==> config.mk <==
export PLATFORM = sky130hd
export DESIGN_NAME = gpi_irq_port
export DESIGN_NICKNAME = d
export VERILOG_FILES = /design/src/gpi_pkg.sv /design/src/gpi_irq_port.sv
export SDC_FILE = /design/constraint.sdc
export NUM_CORES = 1
export LEC_CHECK = 0
export BUFFER_PORTS_ARGS = -buffer_cell sky130_fd_sc_hd__buf_4
export CAP_MARGIN = 20
export CELL_PAD_IN_SITES_DETAIL_PLACEMENT = 0
export CELL_PAD_IN_SITES_GLOBAL_PLACEMENT = 1
export CORE_ASPECT_RATIO = 0.5
export CORE_MARGIN = 4
export CORE_UTILIZATION = 31
export DETAILED_ROUTE_END_ITERATION = 8
export GPL_TIMING_DRIVEN = 1
export PLACE_DENSITY = 0.72
export SYNTH_ARGS = -nofsm -noshare
export SYNTH_HDL_FRONTEND = slang
export SYNTH_SLANG_ARGS = --single-unit
==> constraint.sdc <==
create_clock -name aclk -period 2.88 [get_ports aclk]
set_clock_uncertainty 0.1 [all_clocks]
set_input_delay 0 -clock aclk [delete_from_list [all_inputs] [get_ports aclk]]
set_output_delay 0 -clock aclk [all_outputs]
set_load 0.005 [all_outputs]
==> src/gpi_pkg.sv <==
package gpi_pkg;
   // ------------------------------------------------------------
   // register offsets (byte addresses)
   // ------------------------------------------------------------
   localparam logic [11:0] OFF_SENSE = 12'h0404;
   localparam logic [11:0] OFF_BOTH = 12'h0408;
   localparam logic [11:0] OFF_POL = 12'h040c;
   localparam logic [11:0] OFF_MASK = 12'h0410;
   localparam logic [11:0] OFF_RAW = 12'h0414;
   localparam logic [11:0] OFF_MSTAT = 12'h0418;
   localparam logic [11:0] OFF_CLR = 12'h041c;
   localparam logic [11:0] OFF_FSEL = 12'h0420;
   // ------------------------------------------------------------
   // reset values and widths
   // ------------------------------------------------------------
   localparam int PIN_W = 8;
   localparam logic [7:0] RST_CFG = 8'h00;
   localparam logic [7:0] RST_FSEL_DEF = 8'h00;
   localparam logic [1:0] RESP_OKAY = 2'h0;
   localparam logic [1:0] RESP_SLVERR = 2'h2;
   // ------------------------------------------------------------
   // carrier for per-pin configuration
   // ------------------------------------------------------------
   typedef struct packed {
      logic [7:0] sense;
      logic [7:0] both;
      logic [7:0] pol;
      logic [7:0] mask;
   } gpi_cfg_t;
endpackage

==> src/gpi_irq_port.sv <==
// Added by the designer: the AXI4-Lite interface to the registers.
`timescale 1ns/1ns
// Overview of operation
// - sense bit one selects level, zero edge
// - both-edges bit ignores polarity for edges
// - both-edges set: every edge raises condition
// - polarity one: rising edge or high level
// - polarity zero: falling edge or low level
// - mask one passes condition to interrupts
// - mask zero blocks, raw still records
// - raw bit reads one once detected
// - raw bit reads zero otherwise
// - masked status equals raw and mask
// - masked reads zero if none or masked
// - clear write one resets edge latch
// - clear write zero leaves state alone
// - function select one gives hardware control
// - after reset pins software inputs
// - debug pins reset to hardware function
// - any reset restores default selects
module gpi_irq_port #(
   parameter int PINS = gpi_pkg::PIN_W,
   parameter logic [7:0] FSEL_RESET = gpi_pkg::RST_FSEL_DEF
) (
   // clock and reset
   input wire logic aclk,
   input wire logic aresetn,
   // axi4-lite write address
   input wire logic [11:0] s_axi_awaddr,
   input wire logic s_axi_awvalid,
   output logic s_axi_awready,
   // axi4-lite write data
   input wire logic [31:0] s_axi_wdata,
   input wire logic [3:0] s_axi_wstrb,
   input wire logic s_axi_wvalid,
   output logic s_axi_wready,
   // axi4-lite write response
   output logic [1:0] s_axi_bresp,
   output logic s_axi_bvalid,
   input wire logic s_axi_bready,
   // axi4-lite read address
   input wire logic [11:0] s_axi_araddr,
   input wire logic s_axi_arvalid,
   output logic s_axi_arready,
   // axi4-lite read data
   output logic [31:0] s_axi_rdata,
   output logic [1:0] s_axi_rresp,
   output logic s_axi_rvalid,
   input wire logic s_axi_rready,
   // pins and control
   input wire logic [PINS-1:0] pin_in,
   output logic [PINS-1:0] hw_control_bits,
   output logic [PINS-1:0] pin_irq,
   output logic port_combined_irq
);
   // ------------------------------------------------------------
   // state
   // ------------------------------------------------------------
   gpi_pkg::gpi_cfg_t cfg_ff;
   logic [PINS-1:0] fsel_ff;
   logic [PINS-1:0] edge_lat_ff;
   logic [PINS-1:0] s1_ff, s2_ff, s3_ff, pin_ff;
   logic [11:0] awaddr_ff;
   logic [31:0] wdata_ff;
   logic [3:0] wstrb_ff;
   logic aw_have_ff, w_have_ff;
   logic bvalid_ff, rvalid_ff;
   logic [1:0] bresp_ff, rresp_ff;
   logic [31:0] rdata_ff;
   logic [PINS-1:0] rise, fall, edge_hit, lvl_hit, raw_status_bits, masked_status_bits;
   logic wr_fire;
   logic wr_hit, rd_hit;
   logic [31:0] rd_word;
   logic [PINS-1:0] clr_bits;

   // ------------------------------------------------------------
   // pin synchroniser, change accepted when stages 2 and 3 agree
   // ------------------------------------------------------------
   always_ff @(posedge aclk) begin
      if (!aresetn) begin
         s1_ff <= '0;
         s2_ff <= '0;
         s3_ff <= '0;
         pin_ff <= '0;
      end else begin
         s1_ff <= pin_in;
         s2_ff <= s1_ff;
         s3_ff <= s2_ff;
         pin_ff <= (s2_ff & s3_ff) | (pin_ff & (s2_ff | s3_ff));
      end
   end

   // ------------------------------------------------------------
   // detection
   // ------------------------------------------------------------
   assign rise = ((s2_ff & s3_ff) | (pin_ff & (s2_ff | s3_ff))) & ~pin_ff;
   assign fall = pin_ff & ~(s2_ff | s3_ff) & ~(s2_ff & s3_ff);
   // edge selection by both-edges and polarity
   assign edge_hit = ~cfg_ff.sense & (rise & (cfg_ff.both | cfg_ff.pol)
                     | fall & (cfg_ff.both | ~cfg_ff.pol));
   // level selection by polarity
   assign lvl_hit = cfg_ff.sense & ~(pin_ff ^ cfg_ff.pol);
   // raw status: latch for edges, live for levels
   assign raw_status_bits = (edge_lat_ff & ~cfg_ff.sense) | lvl_hit;
   assign masked_status_bits = raw_status_bits & cfg_ff.mask;
   assign pin_irq = masked_status_bits;
   assign port_combined_irq = |masked_status_bits;
   assign hw_control_bits = fsel_ff;

   // ------------------------------------------------------------
   // axi write channel
   // ------------------------------------------------------------
   assign s_axi_awready = !aw_have_ff && !bvalid_ff;
   assign s_axi_wready = !w_have_ff && !bvalid_ff;
   assign wr_fire = aw_have_ff && w_have_ff && !bvalid_ff;
   assign s_axi_bvalid = bvalid_ff;
   assign s_axi_bresp = bresp_ff;
   assign wr_hit = awaddr_ff == gpi_pkg::OFF_SENSE || awaddr_ff == gpi_pkg::OFF_BOTH
      || awaddr_ff == gpi_pkg::OFF_POL || awaddr_ff == gpi_pkg::OFF_MASK
      || awaddr_ff == gpi_pkg::OFF_CLR || awaddr_ff == gpi_pkg::OFF_FSEL
      || awaddr_ff == gpi_pkg::OFF_RAW || awaddr_ff == gpi_pkg::OFF_MSTAT;
   assign clr_bits = (wr_fire && awaddr_ff == gpi_pkg::OFF_CLR && wstrb_ff[0]) ? wdata_ff[PINS-1:0] : '0;

   // address/data capture in either order
   always_ff @(posedge aclk) begin
      if (!aresetn) begin
         aw_have_ff <= 1'b0;
         w_have_ff <= 1'b0;
         awaddr_ff <= 12'h0000;
         wdata_ff <= 32'h0000_0000;
         wstrb_ff <= 4'h0;
      end else begin
         if (s_axi_awvalid && s_axi_awready) begin
            aw_have_ff <= 1'b1;
            awaddr_ff <= {s_axi_awaddr[11:2], 2'b00};
         end else if (wr_fire) begin
            aw_have_ff <= 1'b0;
         end
         if (s_axi_wvalid && s_axi_wready) begin
            w_have_ff <= 1'b1;
            wdata_ff <= s_axi_wdata;
            wstrb_ff <= s_axi_wstrb;
         end else if (wr_fire) begin
            w_have_ff <= 1'b0;
         end
      end
   end

   // write response
   always_ff @(posedge aclk) begin
      if (!aresetn) begin
         bvalid_ff <= 1'b0;
         bresp_ff <= gpi_pkg::RESP_OKAY;
      end else if (wr_fire) begin
         bvalid_ff <= 1'b1;
         bresp_ff <= wr_hit ? gpi_pkg::RESP_OKAY : gpi_pkg::RESP_SLVERR;
      end else if (s_axi_bready) begin
         bvalid_ff <= 1'b0;
      end
   end

   // configuration registers, low byte lane only
   always_ff @(posedge aclk) begin
      if (!aresetn) begin
         cfg_ff <= {4{gpi_pkg::RST_CFG}};
      end else if (wr_fire && wstrb_ff[0]) begin
         case (awaddr_ff)
            gpi_pkg::OFF_SENSE: cfg_ff.sense <= wdata_ff[7:0];
            gpi_pkg::OFF_BOTH: cfg_ff.both <= wdata_ff[7:0];
            gpi_pkg::OFF_POL: cfg_ff.pol <= wdata_ff[7:0];
            gpi_pkg::OFF_MASK: cfg_ff.mask <= wdata_ff[7:0];
            default: cfg_ff <= cfg_ff;
         endcase
      end
   end

   // function select, debug pins reset to hardware on any reset
   always_ff @(posedge aclk) begin
      if (!aresetn) begin
         fsel_ff <= FSEL_RESET[PINS-1:0];
      end else if (wr_fire && wstrb_ff[0] && awaddr_ff == gpi_pkg::OFF_FSEL) begin
         fsel_ff <= wdata_ff[PINS-1:0];
      end
   end

   // edge latch: set wins over a clear in the same cycle
   always_ff @(posedge aclk) begin
      if (!aresetn) begin
         edge_lat_ff <= '0;
      end else begin
         edge_lat_ff <= (edge_lat_ff & ~clr_bits) | edge_hit;
      end
   end

   // ------------------------------------------------------------
   // axi read channel
   // ------------------------------------------------------------
   assign s_axi_arready = !rvalid_ff;
   assign s_axi_rvalid = rvalid_ff;
   assign s_axi_rdata = rdata_ff;
   assign s_axi_rresp = rresp_ff;

   // read mux
   always_comb begin
      rd_word = 32'h0000_0000;
      rd_hit = 1'b1;
      case ({s_axi_araddr[11:2], 2'b00})
         gpi_pkg::OFF_SENSE: rd_word[7:0] = cfg_ff.sense;
         gpi_pkg::OFF_BOTH: rd_word[7:0] = cfg_ff.both;
         gpi_pkg::OFF_POL: rd_word[7:0] = cfg_ff.pol;
         gpi_pkg::OFF_MASK: rd_word[7:0] = cfg_ff.mask;
         gpi_pkg::OFF_RAW: rd_word[PINS-1:0] = raw_status_bits;
         gpi_pkg::OFF_MSTAT: rd_word[PINS-1:0] = masked_status_bits;
         gpi_pkg::OFF_CLR: rd_word = 32'h0000_0000;
         gpi_pkg::OFF_FSEL: rd_word[PINS-1:0] = fsel_ff;
         default: rd_hit = 1'b0;
      endcase
   end

   // read data register
   always_ff @(posedge aclk) begin
      if (!aresetn) begin
         rvalid_ff <= 1'b0;
         rdata_ff <= 32'h0000_0000;
         rresp_ff <= gpi_pkg::RESP_OKAY;
      end else if (s_axi_arvalid && !rvalid_ff) begin
         rvalid_ff <= 1'b1;
         rdata_ff <= rd_word;
         rresp_ff <= rd_hit ? gpi_pkg::RESP_OKAY : gpi_pkg::RESP_SLVERR;
      end else if (s_axi_rready) begin
         rvalid_ff <= 1'b0;
      end
   end
endmodule // gpi_irq_port

==> impl_metrics.py <==
metrics = {
    "status": {
        "status": "finished clean",
    },
    "timing": {
        "fin_crit_sh_pct": 89.1,
        "rsz0062_at_grt": "no",
        "fin_crit_ns": 2.57,
        "slew_headroom_pct": 49.2,
        "tightest_slew_ns": 0.760,
        "finalSetupTns_ns": 0,
        "fmax_ghz": 0.390,
        "finalHoldViolCount": 0,
        "finalSetupViolCount": 0,
        "drv_slew": 0,
    },
    "floorplanning": {
        "dieArea_sq_um": 19000,
        "die_w_um": 191,
        "boundaryPins": 133,
        "num_rows": 33,
        "die_h_um": 99.5,
        "core_sq_um": 16400,
        "initial_utilization_pct": 31.6,
    },
    "pwr": {
        "powerDensity_nw_per_um2": 588,
        "power_uw": 4040,
        "ir_drop_mv": 0.490,
        "power.leakage_uw": 0.00269,
    },
    "cts": {
        "cts_inserted_buffers": 17,
        "cts.sink_count": 113,
        "htreeDepth": 4,
        "clkTransAtPathRegs_ns": 0.05,
        "cts_setup_buffers": 0,
        "ctsLongestPathBuffers": 2,
        "clk_latency_ns": 0.41,
        "cts-hold-fix-buffers": 38,
        "post_cts_resized": 0,
        "cts_root_buf": "clkbuf_16",
        "tritoncts": "done",
    },
    "grt": {
        "grt_pass1_wl_um": 20700,
        "overflow": 0,
        "grt.total_usage_pct": 13.8,
        "first_global_vias": 3975,
        "grt_max_degree": 60,
        "antenna_found_initial": 0,
    },
    "worst_setup_path": {
        "cp.required_ns": 2.78,
        "critPathCaptureType": "output port",
        "start_kind": "register",
        "critical_path_class": "register to output port",
        "critPathMaxFanout": 5,
        "crit_arrival_ns": 2.47,
    },
    "placed_design": {
        "numPortBuffers": 75,
        "placed_cell_area_sq_um": 5890,
        "place.detailed.hpwl_um": 8890,
        "gp_congestion": 0.792,
    },
    "route": {
        "drtAntennaViolNets": 0,
        "routedWlPerCell_um": 13.7,
        "drt_iter0_drc": 229,
        "via_per_inst": 4.56,
        "drt_wl_total_um": 12800,
        "via_count": 4270,
        "drcViolationCount": 0,
        "drtPass1Iterations": 5,
    },
    "logic_synthesis": {
        "yosysSeqAreaShare_pct": 43.6,
        "syn_area_sq_um": 5190,
        "synthCells": 587,
        "avgSynthCellArea_sq_um": 8.84,
        "synth_warnings": 0,
        "ys_ff_latch": 113,
        "yosysUniqueCellTypes": 51,
    },
    "cells_and_area": {
        "diodes": 0,
        "final_area_sq_um": 6880,
        "fin_util_pct": 42.0,
        "drive_gt1_share_pct": 17.3,
        "finalNetCount": 772,
        "area_growth_pct": 32.6,
    },
    "worst_hold_path": {
        "hold_path_class": "input port to register",
    },
    "run": {
        "maxCapViolations": 0,
    },
}
report_power, final:
part / internal, uW / total (uW) / switching, uW
Sequential: 1600 / 1640 / 35.1
Clock: 1370 / 2140 / 773
Combinational: 138 / 266 / 128
cells in the mapped netlist, drive strengths merged:
master	n	area share, %
or4	1	0.14
nand3b	3	0.43
o21ai	21	2.0
nand3	1	0.096
or4b	1	0.19
dfxtp	113	44
and3	1	0.12
a311o	1	0.19
o21a	1	0.14
buf	30	4.1
a21o	1	0.14
clkbuf	25	1.8
o311a	1	0.19
nor2	10	0.87
xnor2	6	1.0
inv	4	0.29
a21oi	20	1.9
nand4b	1	0.17
nor2b	32	3.9
conb	1	0.072
mux2	6	1.4
nand2	130	9.4
xor2	2	0.34
nor3	2	0.19
mux2i	49	9.5
o211a	1	0.19
and2	32	4.0
a31oi	8	0.96
nor4b	1	0.17
o221ai	7	1.2
nor4	3	0.65
a2bb2oi	1	0.17
nand2b	2	0.24
or3	2	0.24
or2	9	1.1
a311oi	1	0.17
nor3b	11	1.6
and3b	1	0.17
a21boi	29	4.2
a22oi	7	1.0
a32o	8	1.5
o221a	1	0.22
flip-flops by register name, summed over array words and instances, names as in the netlist, 8 cells and up:
name,cells
awaddr_ff,10
wdata_ff,8
s3_ff,8
edge_lat_ff,8
s1_ff,8
cfg_ff,32
s2_ff,8
pin_ff,8
s_axi_rdata,8
hw_control_bits,8
critical path, cell delays in order, from the launching register on:
cell and delay (ns):
dfxtp_1 0.40, xnor2_1 0.10, mux2_1 0.33, and2_4 0.18, or4_1 0.45, or4b_1 0.47, buf_4 0.15
metrics by stage:
stage,instances,setup WS (ns),hold slack [ns]
2_1_floorplan,612,0.837,0.0273
3_3_place_gp,867,0.611,0.111
3_5_place_dp,867,0.569,0.112
4_1_cts,937,0.286,0.00368
5_1_grt,937,0.211,0.0365
6_report,937,0.314,0.00661
path summary, 6_finish.rpt:
check | startpoint | end | slack (ns) | depth (start not counted)
worst min-delay path | aresetn | pin_ff[1] | 0.007 | 2
worst min register to register | s1_ff[1] | s2_ff[1] | 0.33 | 1
worst max-delay path | cfg_ff[11] | port_combined_irq | 0.31 | 6
worst max register to register | s_axi_bvalid | cfg_ff[27] | 0.52 | 6
layout by cell type, fill, tap and decap left out, drive strengths merged, types with 8 or more instances in the layout:
master	instances
nor2	10
conb	26
clkbuf	17
a32o	8
a31oi	8
a21oi	20
nor2b	32
nor3b	11
buf	83
o21ai	21
dlygate4sd3	38
and2	32
clkinv	8
a21boi	29
mux2i	49
or2	9
dfxtp	113
nand2	130
cell families after synthesis:
| group | Yosys count | synth area share (%) |
|---|---|---|
| DFF | 113 | 43.6 |
| other | 1 | 0.0723 |
| buffers and inverters | 59 | 6.20 |
| xor gates and xnor gates | 8 | 1.35 |
| AOI/OAI and AO/OA | 108 | 14.3 |
| and+or+nand+nor | 243 | 23.6 |
| muxes | 55 | 10.9 |
area by class of cell:
class / instances / area, sq um
Tap cell: 227 / 284
Clock inverter: 15 / 185
Multi-Input combinational cell: 440 / 2700
Inverter: 4 / 15.0
Clock buffer: 17 / 425
Fill cell: 1616 / 9510
Sequential cell: 113 / 2260
Timing Repair Buffer: 121 / 1000
metal layers:
layer | global-route usage, % | up-vias | routed length (um)
met4 | 4.47 | 0 | 76
met5 | 0 | - | 0
met2 | 21.1 | 103 | 5530
met3 | 3.54 | 5 | 876
li1 | - | 2182 | -
met1 | 19.1 | 1980 | 6330
Note: power is estimated with default switching activity, not from simulation.
